<file path="config.mk">
export PLATFORM = sky130hd
export DESIGN_NAME = pifb_flag_bank
export DESIGN_NICKNAME = d
export VERILOG_FILES = /design/src/rtl/pifb_edge_det.v /design/src/rtl/pifb_flag_bank.v
export VERILOG_INCLUDE_DIRS = /design/src /design/src/rtl
export SDC_FILE = /design/constraint.sdc
export NUM_CORES = 1
export LEC_CHECK = 0
export BUFFER_PORTS_ARGS = -buffer_cell sky130_fd_sc_hd__buf_2
export CORE_ASPECT_RATIO = 0.8
export CORE_MARGIN = 5
export CORE_UTILIZATION = 45
export CTS_BUF_LIST = sky130_fd_sc_hd__clkbuf_8
export DETAILED_ROUTE_END_ITERATION = 6
export GPL_TIMING_DRIVEN = 0
export PLACE_DENSITY = 0.88
export SLEW_MARGIN = 20
export SYNTH_ARGS = -nofsm -noshare
export SYNTH_HDL_FRONTEND = slang
export SYNTH_SLANG_ARGS = --single-unit
export TNS_END_PERCENT = 1
</file>
<file path="constraint.sdc">
create_clock -name i_sys_clk -period 4.15 [get_ports i_sys_clk]
set_input_delay 0.415 -clock i_sys_clk [delete_from_list [all_inputs] [get_ports i_sys_clk]]
set_output_delay 0.415 -clock i_sys_clk [all_outputs]
set_load 0.01 [all_outputs]
</file>
<file path="src/rtl/pifb_regs.vh">
`ifndef PIFB_REGS_VH
`define PIFB_REGS_VH

// ----------------------------------------
// Register word offsets (byte addresses)
// ----------------------------------------
`define PIFB_ADR_FLAGS      4'h0
`define PIFB_ADR_MASK       4'h4
`define PIFB_ADR_MODE       4'h8
`define PIFB_ADR_LIVE       4'hC

// ----------------------------------------
// Field positions in the flag register
// ----------------------------------------
`define PIFB_BIT_WAVEGEN_B  7
`define PIFB_BIT_WAVEGEN_A  6
`define PIFB_BIT_TMR5_GATE  5
`define PIFB_BIT_TMR5_OVF   4
`define PIFB_CAPCMP_LSB     0

// ----------------------------------------
// Reset values and channel modes
// ----------------------------------------
`define PIFB_FLAGS_RST      8'h00
`define PIFB_MASK_RST       8'h00
`define PIFB_MODE_RST       8'h00
`define PIFB_MODE_OFF       2'h0
`define PIFB_MODE_CAPTURE   2'h1
`define PIFB_MODE_COMPARE   2'h2
`define PIFB_MODE_PWM       2'h3
`define PIFB_ZERO_WORD      32'h0000_0000

`endif

</file>
<file path="src/rtl/pifb_edge_det.v">
`timescale 1ns/1ns
// ----------------------------------------
// Per-bit edge detector for level sources
// ----------------------------------------
module pifb_edge_det #(
  parameter WIDTH = 4
) (
  input  wire             i_sys_clk,
  input  wire             i_rst,
  input  wire             i_clk_en,
  input  wire [WIDTH-1:0] i_level,
  output wire [WIDTH-1:0] o_rise,
  output wire [WIDTH-1:0] o_fall
);

  genvar gi;
  generate
    for (gi = 0; gi < WIDTH; gi = gi + 1) begin : g_bit
      reg prev_ff;
      // Previous level; reset low so a source already high counts as an entry
      always @(posedge i_sys_clk) begin
        if (i_rst) begin
          prev_ff <= 1'b0;
        end else if (i_clk_en) begin
          prev_ff <= i_level[gi];
        end
      end
      // Edges are qualified by the enable so a frozen block sees no event
      assign o_rise[gi] = i_clk_en & i_level[gi] & ~prev_ff;
      assign o_fall[gi] = i_clk_en & ~i_level[gi] & prev_ff;
    end
  endgenerate

endmodule

</file>
<file path="src/rtl/pifb_flag_bank.v">
// What this block does
// RULE_01: Each flag is set by its source event regardless of any mask or global enable bit.
// RULE_02: Software should clear a source's flag before it unmasks that source, or a stale event interrupts at once.
// RULE_03: Bits 7 and 6 set when wave generator B or A enters shutdown and read 0 otherwise or once cleared.
// RULE_04: Bit 5 sets when the fifth timer's gate goes inactive and stays clear while it has not.
// RULE_05: Bit 4 sets on a fifth timer overflow and only software clears it.
// RULE_06: In capture mode a channel flag sets on a capture and stays until software clears it.
// RULE_07: In compare mode a channel flag sets on a compare match and stays until software clears it.
// RULE_08: In PWM mode a channel flag sets on each trailing edge of the PWM output and stays until cleared.
//
// Decided for this implementation: the Wishbone interface to the registers and the placing of the registers.
`timescale 1ns/1ns
`include "pifb_regs.vh"

module pifb_flag_bank #(
  parameter NUM_CH = 4
) (
  input  wire              i_sys_clk,
  input  wire              i_rst,
  input  wire              i_clk_en,
  // Wishbone classic slave
  input  wire              i_wb_cyc,
  input  wire              i_wb_stb,
  input  wire              i_wb_we,
  input  wire [3:0]        i_wb_adr,
  input  wire [3:0]        i_wb_sel,
  input  wire [31:0]       i_wb_dat,
  output reg  [31:0]       o_wb_dat,
  output reg               o_wb_ack,
  // Event sources, all on the system clock
  input  wire              i_wavegen_a_shutdown,
  input  wire              i_wavegen_b_shutdown,
  input  wire              i_timer_five_gate,
  input  wire              i_timer_five_ovf,
  input  wire [NUM_CH-1:0] i_capcmp_capture,
  input  wire [NUM_CH-1:0] i_capcmp_match,
  input  wire [NUM_CH-1:0] i_capcmp_pwm_out,
  // Interrupt and flag view
  output wire              o_irq,
  output wire [7:0]        o_peripheral_request_flags_four
);

  // ----------------------------------------
  // State
  // ----------------------------------------
  reg  [7:0]          flags_ff;
  reg  [7:0]          nxt_flags;
  reg  [7:0]          mask_ff;
  reg  [2*NUM_CH-1:0] mode_ff;
  reg  [7:0]          set_vec;
  reg  [7:0]          clr_vec;
  reg  [31:0]         rd_word;

  wire [NUM_CH-1:0]   ch_event;
  wire [1:0]          wg_rise;
  wire                gate_fall;
  wire [NUM_CH-1:0]   pwm_fall;

  wire                wb_req;
  wire                wb_wr;
  wire                wr_flags;
  wire                wr_mask;
  wire                wr_mode;
  wire [7:0]          live_vec;

  // ----------------------------------------
  // Edge detection of level sources
  // ----------------------------------------
  // One detector per group keeps shutdown, gate and PWM edges aligned
  pifb_edge_det #(.WIDTH(2)) u_wg_edge (
    .i_sys_clk (i_sys_clk),
    .i_rst     (i_rst),
    .i_clk_en  (i_clk_en),
    .i_level   ({i_wavegen_b_shutdown, i_wavegen_a_shutdown}),
    .o_rise    (wg_rise),
    .o_fall    ()
  );

  // Gate edge: only the closing edge matters, opening the gate is ignored
  pifb_edge_det #(.WIDTH(1)) u_gate_edge (
    .i_sys_clk (i_sys_clk),
    .i_rst     (i_rst),
    .i_clk_en  (i_clk_en),
    .i_level   (i_timer_five_gate),
    .o_rise    (),
    .o_fall    (gate_fall)
  );

  // Trailing edge of each PWM output; leading edges are not events
  pifb_edge_det #(.WIDTH(NUM_CH)) u_pwm_edge (
    .i_sys_clk (i_sys_clk),
    .i_rst     (i_rst),
    .i_clk_en  (i_clk_en),
    .i_level   (i_capcmp_pwm_out),
    .o_rise    (),
    .o_fall    (pwm_fall)
  );

  // ----------------------------------------
  // Channel event selection by mode
  // ----------------------------------------
  // Mode steers which source counts; an off channel never raises its flag
  genvar gc;
  generate
    for (gc = 0; gc < NUM_CH; gc = gc + 1) begin : g_ch
      reg ch_hit;
      always @* begin
        case (mode_ff[2*gc +: 2])
          `PIFB_MODE_CAPTURE: ch_hit = i_capcmp_capture[gc]; // RULE_06
          `PIFB_MODE_COMPARE: ch_hit = i_capcmp_match[gc];   // RULE_07
          `PIFB_MODE_PWM:     ch_hit = pwm_fall[gc];         // RULE_08
          default:            ch_hit = 1'b0;
        endcase
      end
      assign ch_event[gc] = ch_hit;
    end
  endgenerate

  // ----------------------------------------
  // Hardware set vector
  // ----------------------------------------
  // No mask term here: flags record events even while masked
  always @* begin
    set_vec = 8'h00;
    set_vec[`PIFB_BIT_WAVEGEN_B] = wg_rise[1];                   // RULE_03
    set_vec[`PIFB_BIT_WAVEGEN_A] = wg_rise[0];                   // RULE_03
    set_vec[`PIFB_BIT_TMR5_GATE] = gate_fall;                    // RULE_04
    set_vec[`PIFB_BIT_TMR5_OVF]  = i_clk_en & i_timer_five_ovf;  // RULE_05
    set_vec[`PIFB_CAPCMP_LSB +: NUM_CH] = ch_event & {NUM_CH{i_clk_en}};
  end

  // ----------------------------------------
  // Wishbone decode
  // ----------------------------------------
  assign wb_req = i_wb_cyc & i_wb_stb & ~o_wb_ack;
  // Registers are eight bits wide so only lane 0 carries write data
  assign wb_wr  = wb_req & i_wb_we & i_wb_sel[0];

  // One strobe per writable register keeps each write path easy to follow
  assign wr_flags = wb_wr & (i_wb_adr == `PIFB_ADR_FLAGS);
  assign wr_mask  = wb_wr & (i_wb_adr == `PIFB_ADR_MASK);
  assign wr_mode  = wb_wr & (i_wb_adr == `PIFB_ADR_MODE);

  // Write-one-to-clear on the flag register only
  always @* begin
    clr_vec = 8'h00;
    if (wr_flags) begin
      clr_vec = i_wb_dat[7:0];
    end
  end

  // Set wins over clear so an event in the clearing cycle survives
  always @* begin
    nxt_flags = (flags_ff & ~clr_vec) | set_vec; // RULE_01
  end

  // ----------------------------------------
  // Flag, mask and mode registers
  // ----------------------------------------
  // Flags move only on enabled edges; a frozen block neither sets nor clears
  always @(posedge i_sys_clk) begin
    if (i_rst) begin
      flags_ff <= `PIFB_FLAGS_RST;
    end else if (i_clk_en) begin
      flags_ff <= nxt_flags; // RULE_05
    end
  end

  // Mask is plain read/write storage and never touches the flags
  always @(posedge i_sys_clk) begin
    if (i_rst) begin
      mask_ff <= `PIFB_MASK_RST;
    end else if (i_clk_en && wr_mask) begin
      mask_ff <= i_wb_dat[7:0];
    end
  end

  // A mode change applies from the next edge; an event in the same cycle uses the old mode
  always @(posedge i_sys_clk) begin
    if (i_rst) begin
      mode_ff <= `PIFB_MODE_RST;
    end else if (i_clk_en && wr_mode) begin
      mode_ff <= i_wb_dat[2*NUM_CH-1:0];
    end
  end

  // Live levels of the level sources, useful to see a generator still in shutdown
  assign live_vec = {i_wavegen_b_shutdown, i_wavegen_a_shutdown, i_timer_five_gate, 1'b0, i_capcmp_pwm_out};

  // ----------------------------------------
  // Wishbone answer
  // ----------------------------------------
  // Narrow registers are zero-extended so the upper lanes always read clean
  always @* begin
    rd_word = `PIFB_ZERO_WORD;
    case (i_wb_adr)
      `PIFB_ADR_FLAGS: rd_word[7:0]          = flags_ff;
      `PIFB_ADR_MASK:  rd_word[7:0]          = mask_ff;
      `PIFB_ADR_MODE:  rd_word[2*NUM_CH-1:0] = mode_ff;
      `PIFB_ADR_LIVE:  rd_word[7:0]          = live_vec;
      default:         rd_word               = `PIFB_ZERO_WORD;
    endcase
  end

  // Registered ack one cycle after the request; unmapped reads return zero
  // Ack high blocks a second take of the same request in the answer cycle
  always @(posedge i_sys_clk) begin
    if (i_rst) begin
      o_wb_ack <= 1'b0;
      o_wb_dat <= `PIFB_ZERO_WORD;
    end else if (i_clk_en) begin
      o_wb_ack <= wb_req;
      if (wb_req) begin
        o_wb_dat <= rd_word;
      end
    end
  end

  // ----------------------------------------
  // Interrupt output
  // ----------------------------------------
  // Level output; a stale flag unmasked later fires at once, hence clear first
  assign o_irq = |(flags_ff & mask_ff); // RULE_02
  // Flag pins mirror the register so the core sees what the bus reads
  assign o_peripheral_request_flags_four = flags_ff;

endmodule

</file>
==> flow_metrics.env <==
export IMPL_status="completed"
export IMPL_rsz0062_at_grt="no"
export IMPL_design_area_mm2=0.002645
export IMPL_fin_skew_ps=5.847
export IMPL_placed_cell_area_mm2=0.002550
export IMPL_synth_top_cell_by_area="dfxtp_1"
export IMPL_cellPowerDensity_mw_per_mm2=293.9
export IMPL_dp_hpwl_um=4528
export IMPL_vdd_drop_max_mv=0.2335
export IMPL_r2r_end="mask_ff[6]$_SDFFE_PP0P_"
export IMPL_synth_top_area_share_pct=37.54
export IMPL_met2_length_um=2707
export IMPL_p_leak_uw=0.001256
export IMPL_cts_root_buf="clkbuf_8"
export IMPL_cts_sinks=40
export IMPL_cts_max_path_buffers=2
export IMPL_cp_slowest_cell="nand4b_1"
export IMPL_vias=2059
export IMPL_initial_utilization_pct=46.41
export IMPL_tns_ps=0
export IMPL_cp_start_kind="register"
export IMPL_grt_pass1_vias=1876
export IMPL_row_count=22
export IMPL_worst_slew_pin_slew_ps=729.7
export IMPL_ff2ff_setup_slack_ps=2390
export IMPL_io_buffers=51
export IMPL_finalSetupViolations=0
export IMPL_avgRoutedWirePerCell_um=16.22
export IMPL_antenna_found_initial=0
export IMPL_rr_worst_depth=4
export IMPL_synth_flop_cell="dfxtp_1"
export IMPL_worst_path_stages=4
export IMPL_synth_edf_count=0
export IMPL_post_cts_setup_buffers=0
export IMPL_relSlewSlack_pct=50.95
export IMPL_arrival_ps=1940
export IMPL_finalWirelength_um=5984
export IMPL_cpLargestDelayFamily="compound AO/OA/AOI/OAI gates"
export IMPL_ant_nets=0
export IMPL_drv_cap=0
export IMPL_path_cells="nand4b_1, clkbuf_1, o311ai_0, o41ai_1"
export IMPL_drtIter0Drc=212
export IMPL_drtPass1Iterations=5
export IMPL_worstSkewPairLatency_ps=300
export IMPL_grt_first_pass_wirelength_um=9156
export IMPL_route_top_layer_used="met4"
export IMPL_htreeDepth=2
export IMPL_die_area_mm2=0.006226
export IMPL_final_nets=370
export IMPL_crit_required_ps=4330
export IMPL_synth_distinct_cells=33
export IMPL_final_layout_size_suffix_gt1_share_pct=30.10
export IMPL_worstSetupPathType="reg -> reg"
export IMPL_ys_async_sr_fraction_pct=0
export IMPL_fin_crit_sh_pct=42.45
export IMPL_grt_overflow=0
export IMPL_startpoint="o_wb_ack$_SDFFE_PP0P_"
export IMPL_ctsResizeCount=0
export IMPL_core_mm2=0.004597
export IMPL_num_antenna_cells=0
export IMPL_numCtsBuffers=5
export IMPL_synth_most_common_cell="dfxtp_1"
export IMPL_vias_per_cell=5.580
export IMPL_areaGrowthSynthToFinish_pct=23.99
export IMPL_synth_area_per_cell_um2=9.398
export IMPL_fmaxAchievable_mhz=567.6
export IMPL_wl_met3_um=656
export IMPL_die_height_um=71.59
export IMPL_synth_seq_cells=40
export IMPL_drv_slew=0
export IMPL_gp_congestion=0.9228
export IMPL_die_w_um=86.98
export IMPL_ctsHoldBuffers=0
export IMPL_synthCells=227
export IMPL_syn_area_mm2=0.002133
export IMPL_finalCriticalPeriod_ps=1762
export IMPL_critical_path_max_stage_delay_ps=420
export IMPL_critPathMaxFanout=10
export IMPL_worstReg2RegStart="o_wb_ack$_SDFFE_PP0P_"
export IMPL_worstHoldPathType="in -> reg"
export IMPL_end_kind="register"
export IMPL_hold_viol_final=0
export IMPL_ys_seq_area_share_pct=37.54
export IMPL_worst_path_buf_inv=1
export IMPL_io_pins=104
export IMPL_crit_path_end="mask_ff[6]$_SDFFE_PP0P_"
export IMPL_wirelength_met1_um=2529
export IMPL_clkSlewWorstSetupHoldPaths_ps=80
export IMPL_yosysWarnings=0
export IMPL_grt_start_max_net_pins=12
export IMPL_synth_area_leaders="dfxtp_1, mux2i_1, buf_4, a22o_1, o311ai_0"
export IMPL_ys_top_cells_by_count="dfxtp_1, mux2i_1, buf_4"
export IMPL_drc=0
export IMPL_track_usage_pct=19.18
export IMPL_cts_tree="yes"
placed cells by master (no fill, tap or decap), types with 2 or more instances in the layout:
| cell | count |
|---|---|
| dfxtp_1 | 40 |
| o41ai_1 | 8 |
| a22o_1 | 10 |
| buf_2 | 56 |
| nor2_1 | 10 |
| mux2i_1 | 30 |
| nand4_1 | 8 |
| nor2b_1 | 5 |
| a31o_2 | 2 |
| conb_1 | 24 |
| a311oi_1 | 4 |
| nand4b_1 | 3 |
| buf_4 | 24 |
| or3b_1 | 2 |
| clkbuf_8 | 6 |
| inv_1 | 5 |
| a32o_1 | 3 |
| a21oi_1 | 6 |
| nand2b_1 | 5 |
| o311ai_0 | 8 |
| nand2_1 | 18 |
| a22oi_1 | 4 |
| o22ai_1 | 8 |
| clkbuf_1 | 8 |
| buf_6 | 2 |
| nand3b_1 | 2 |
tightest hold or removal path, stage by stage:
cell,delay [ps]
buf_2,90
nand2_1,50
a21oi_1,60
through the flow:
stage	hold WS [ps]	total power [uW]	util, %	cells	setup WS [ps]
after floorplan	452.0	476.7	-	250	2442
after global placement	455.9	514.5	55.47	361	2132
after detailed placement	457.1	516.6	55.47	361	2086
after CTS	367.6	778.3	57.43	369	2401
after global routing	370.3	812.7	57.54	369	2249
final	372.7	777.4	57.54	369	2388
power breakdown:
group          internal (uW)  leakage [uW]  switching [uW]
logic                   49.0      0.000878            65.9
registers                391      0.000324            5.84
clock network            131     0.0000538             135
total                    570       0.00126             207
metal layers:
layer | vias up | GRT usage (%)
li1 | 981 | -
met1 | 953 | 26.02
met2 | 113 | 28.90
met3 | 12 | 6.092
met4 | 0 | 6.055
met5 | - | 0
cell families (layout without fill, tap and decap cells):
kind of cell | count (synthesis) | count (layout) | share of synthesized area (%)
AO/OA/AOI/OAI | 54 | 54 | 20.18
buffers and inverters | 43 | 102 | 12.79
flip-flops | 40 | 40 | 37.54
multiplexers | 30 | 30 | 14.08
other | 1 | 24 | 0.1758
AND/OR/NAND/NOR | 59 | 59 | 15.25
worst min-delay path by stage:
stage                                         startpoint                                              end  slack (ps)  cells past startpoint
6_report                                i_timer_five_ovf  o_peripheral_request_flags_four[4]$_SDFFE_PP0P_         370                      3
5_1_grt                                 i_timer_five_ovf  o_peripheral_request_flags_four[4]$_SDFFE_PP0P_         370                      3
4_1_cts                              i_capcmp_pwm_out[0]         u_pwm_edge.g_bit[0].prev_ff$_SDFFE_PP0P_         370                      3
3_5_place_dp                    o_wb_dat[6]$_SDFFE_PP0P_                         o_wb_dat[6]$_SDFFE_PP0P_         460                      1
3_3_place_gp                    o_wb_dat[6]$_SDFFE_PP0P_                         o_wb_dat[6]$_SDFFE_PP0P_         460                      1
2_1_floorplan  u_gate_edge.g_bit[0].prev_ff$_SDFFE_PP0P_        u_gate_edge.g_bit[0].prev_ff$_SDFFE_PP0P_         450                      2
layout make-up:
type | instances | area [um2]
multi-input combinational | 167 | 1151
timing repair buffer | 51 | 255.2
clock buffer | 6 | 82.58
clock inverter | 2 | 7.507
buffer | 40 | 261.5
inverter | 3 | 11.26
tap | 60 | 75.07
fill | 428 | 1952
sequential | 40 | 800.8
sequential cells by signal, summed over array words and instances, names as in the netlist:
register,count
o_peripheral_request_flags_four,8
mask_ff,8
u_pwm_edge.g_bit.prev_ff,4
mode_ff,8
u_gate_edge.g_bit.prev_ff,1
o_wb_ack,1
u_wg_edge.g_bit.prev_ff,2
o_wb_dat,8
Power figures use the tool's default switching activity.
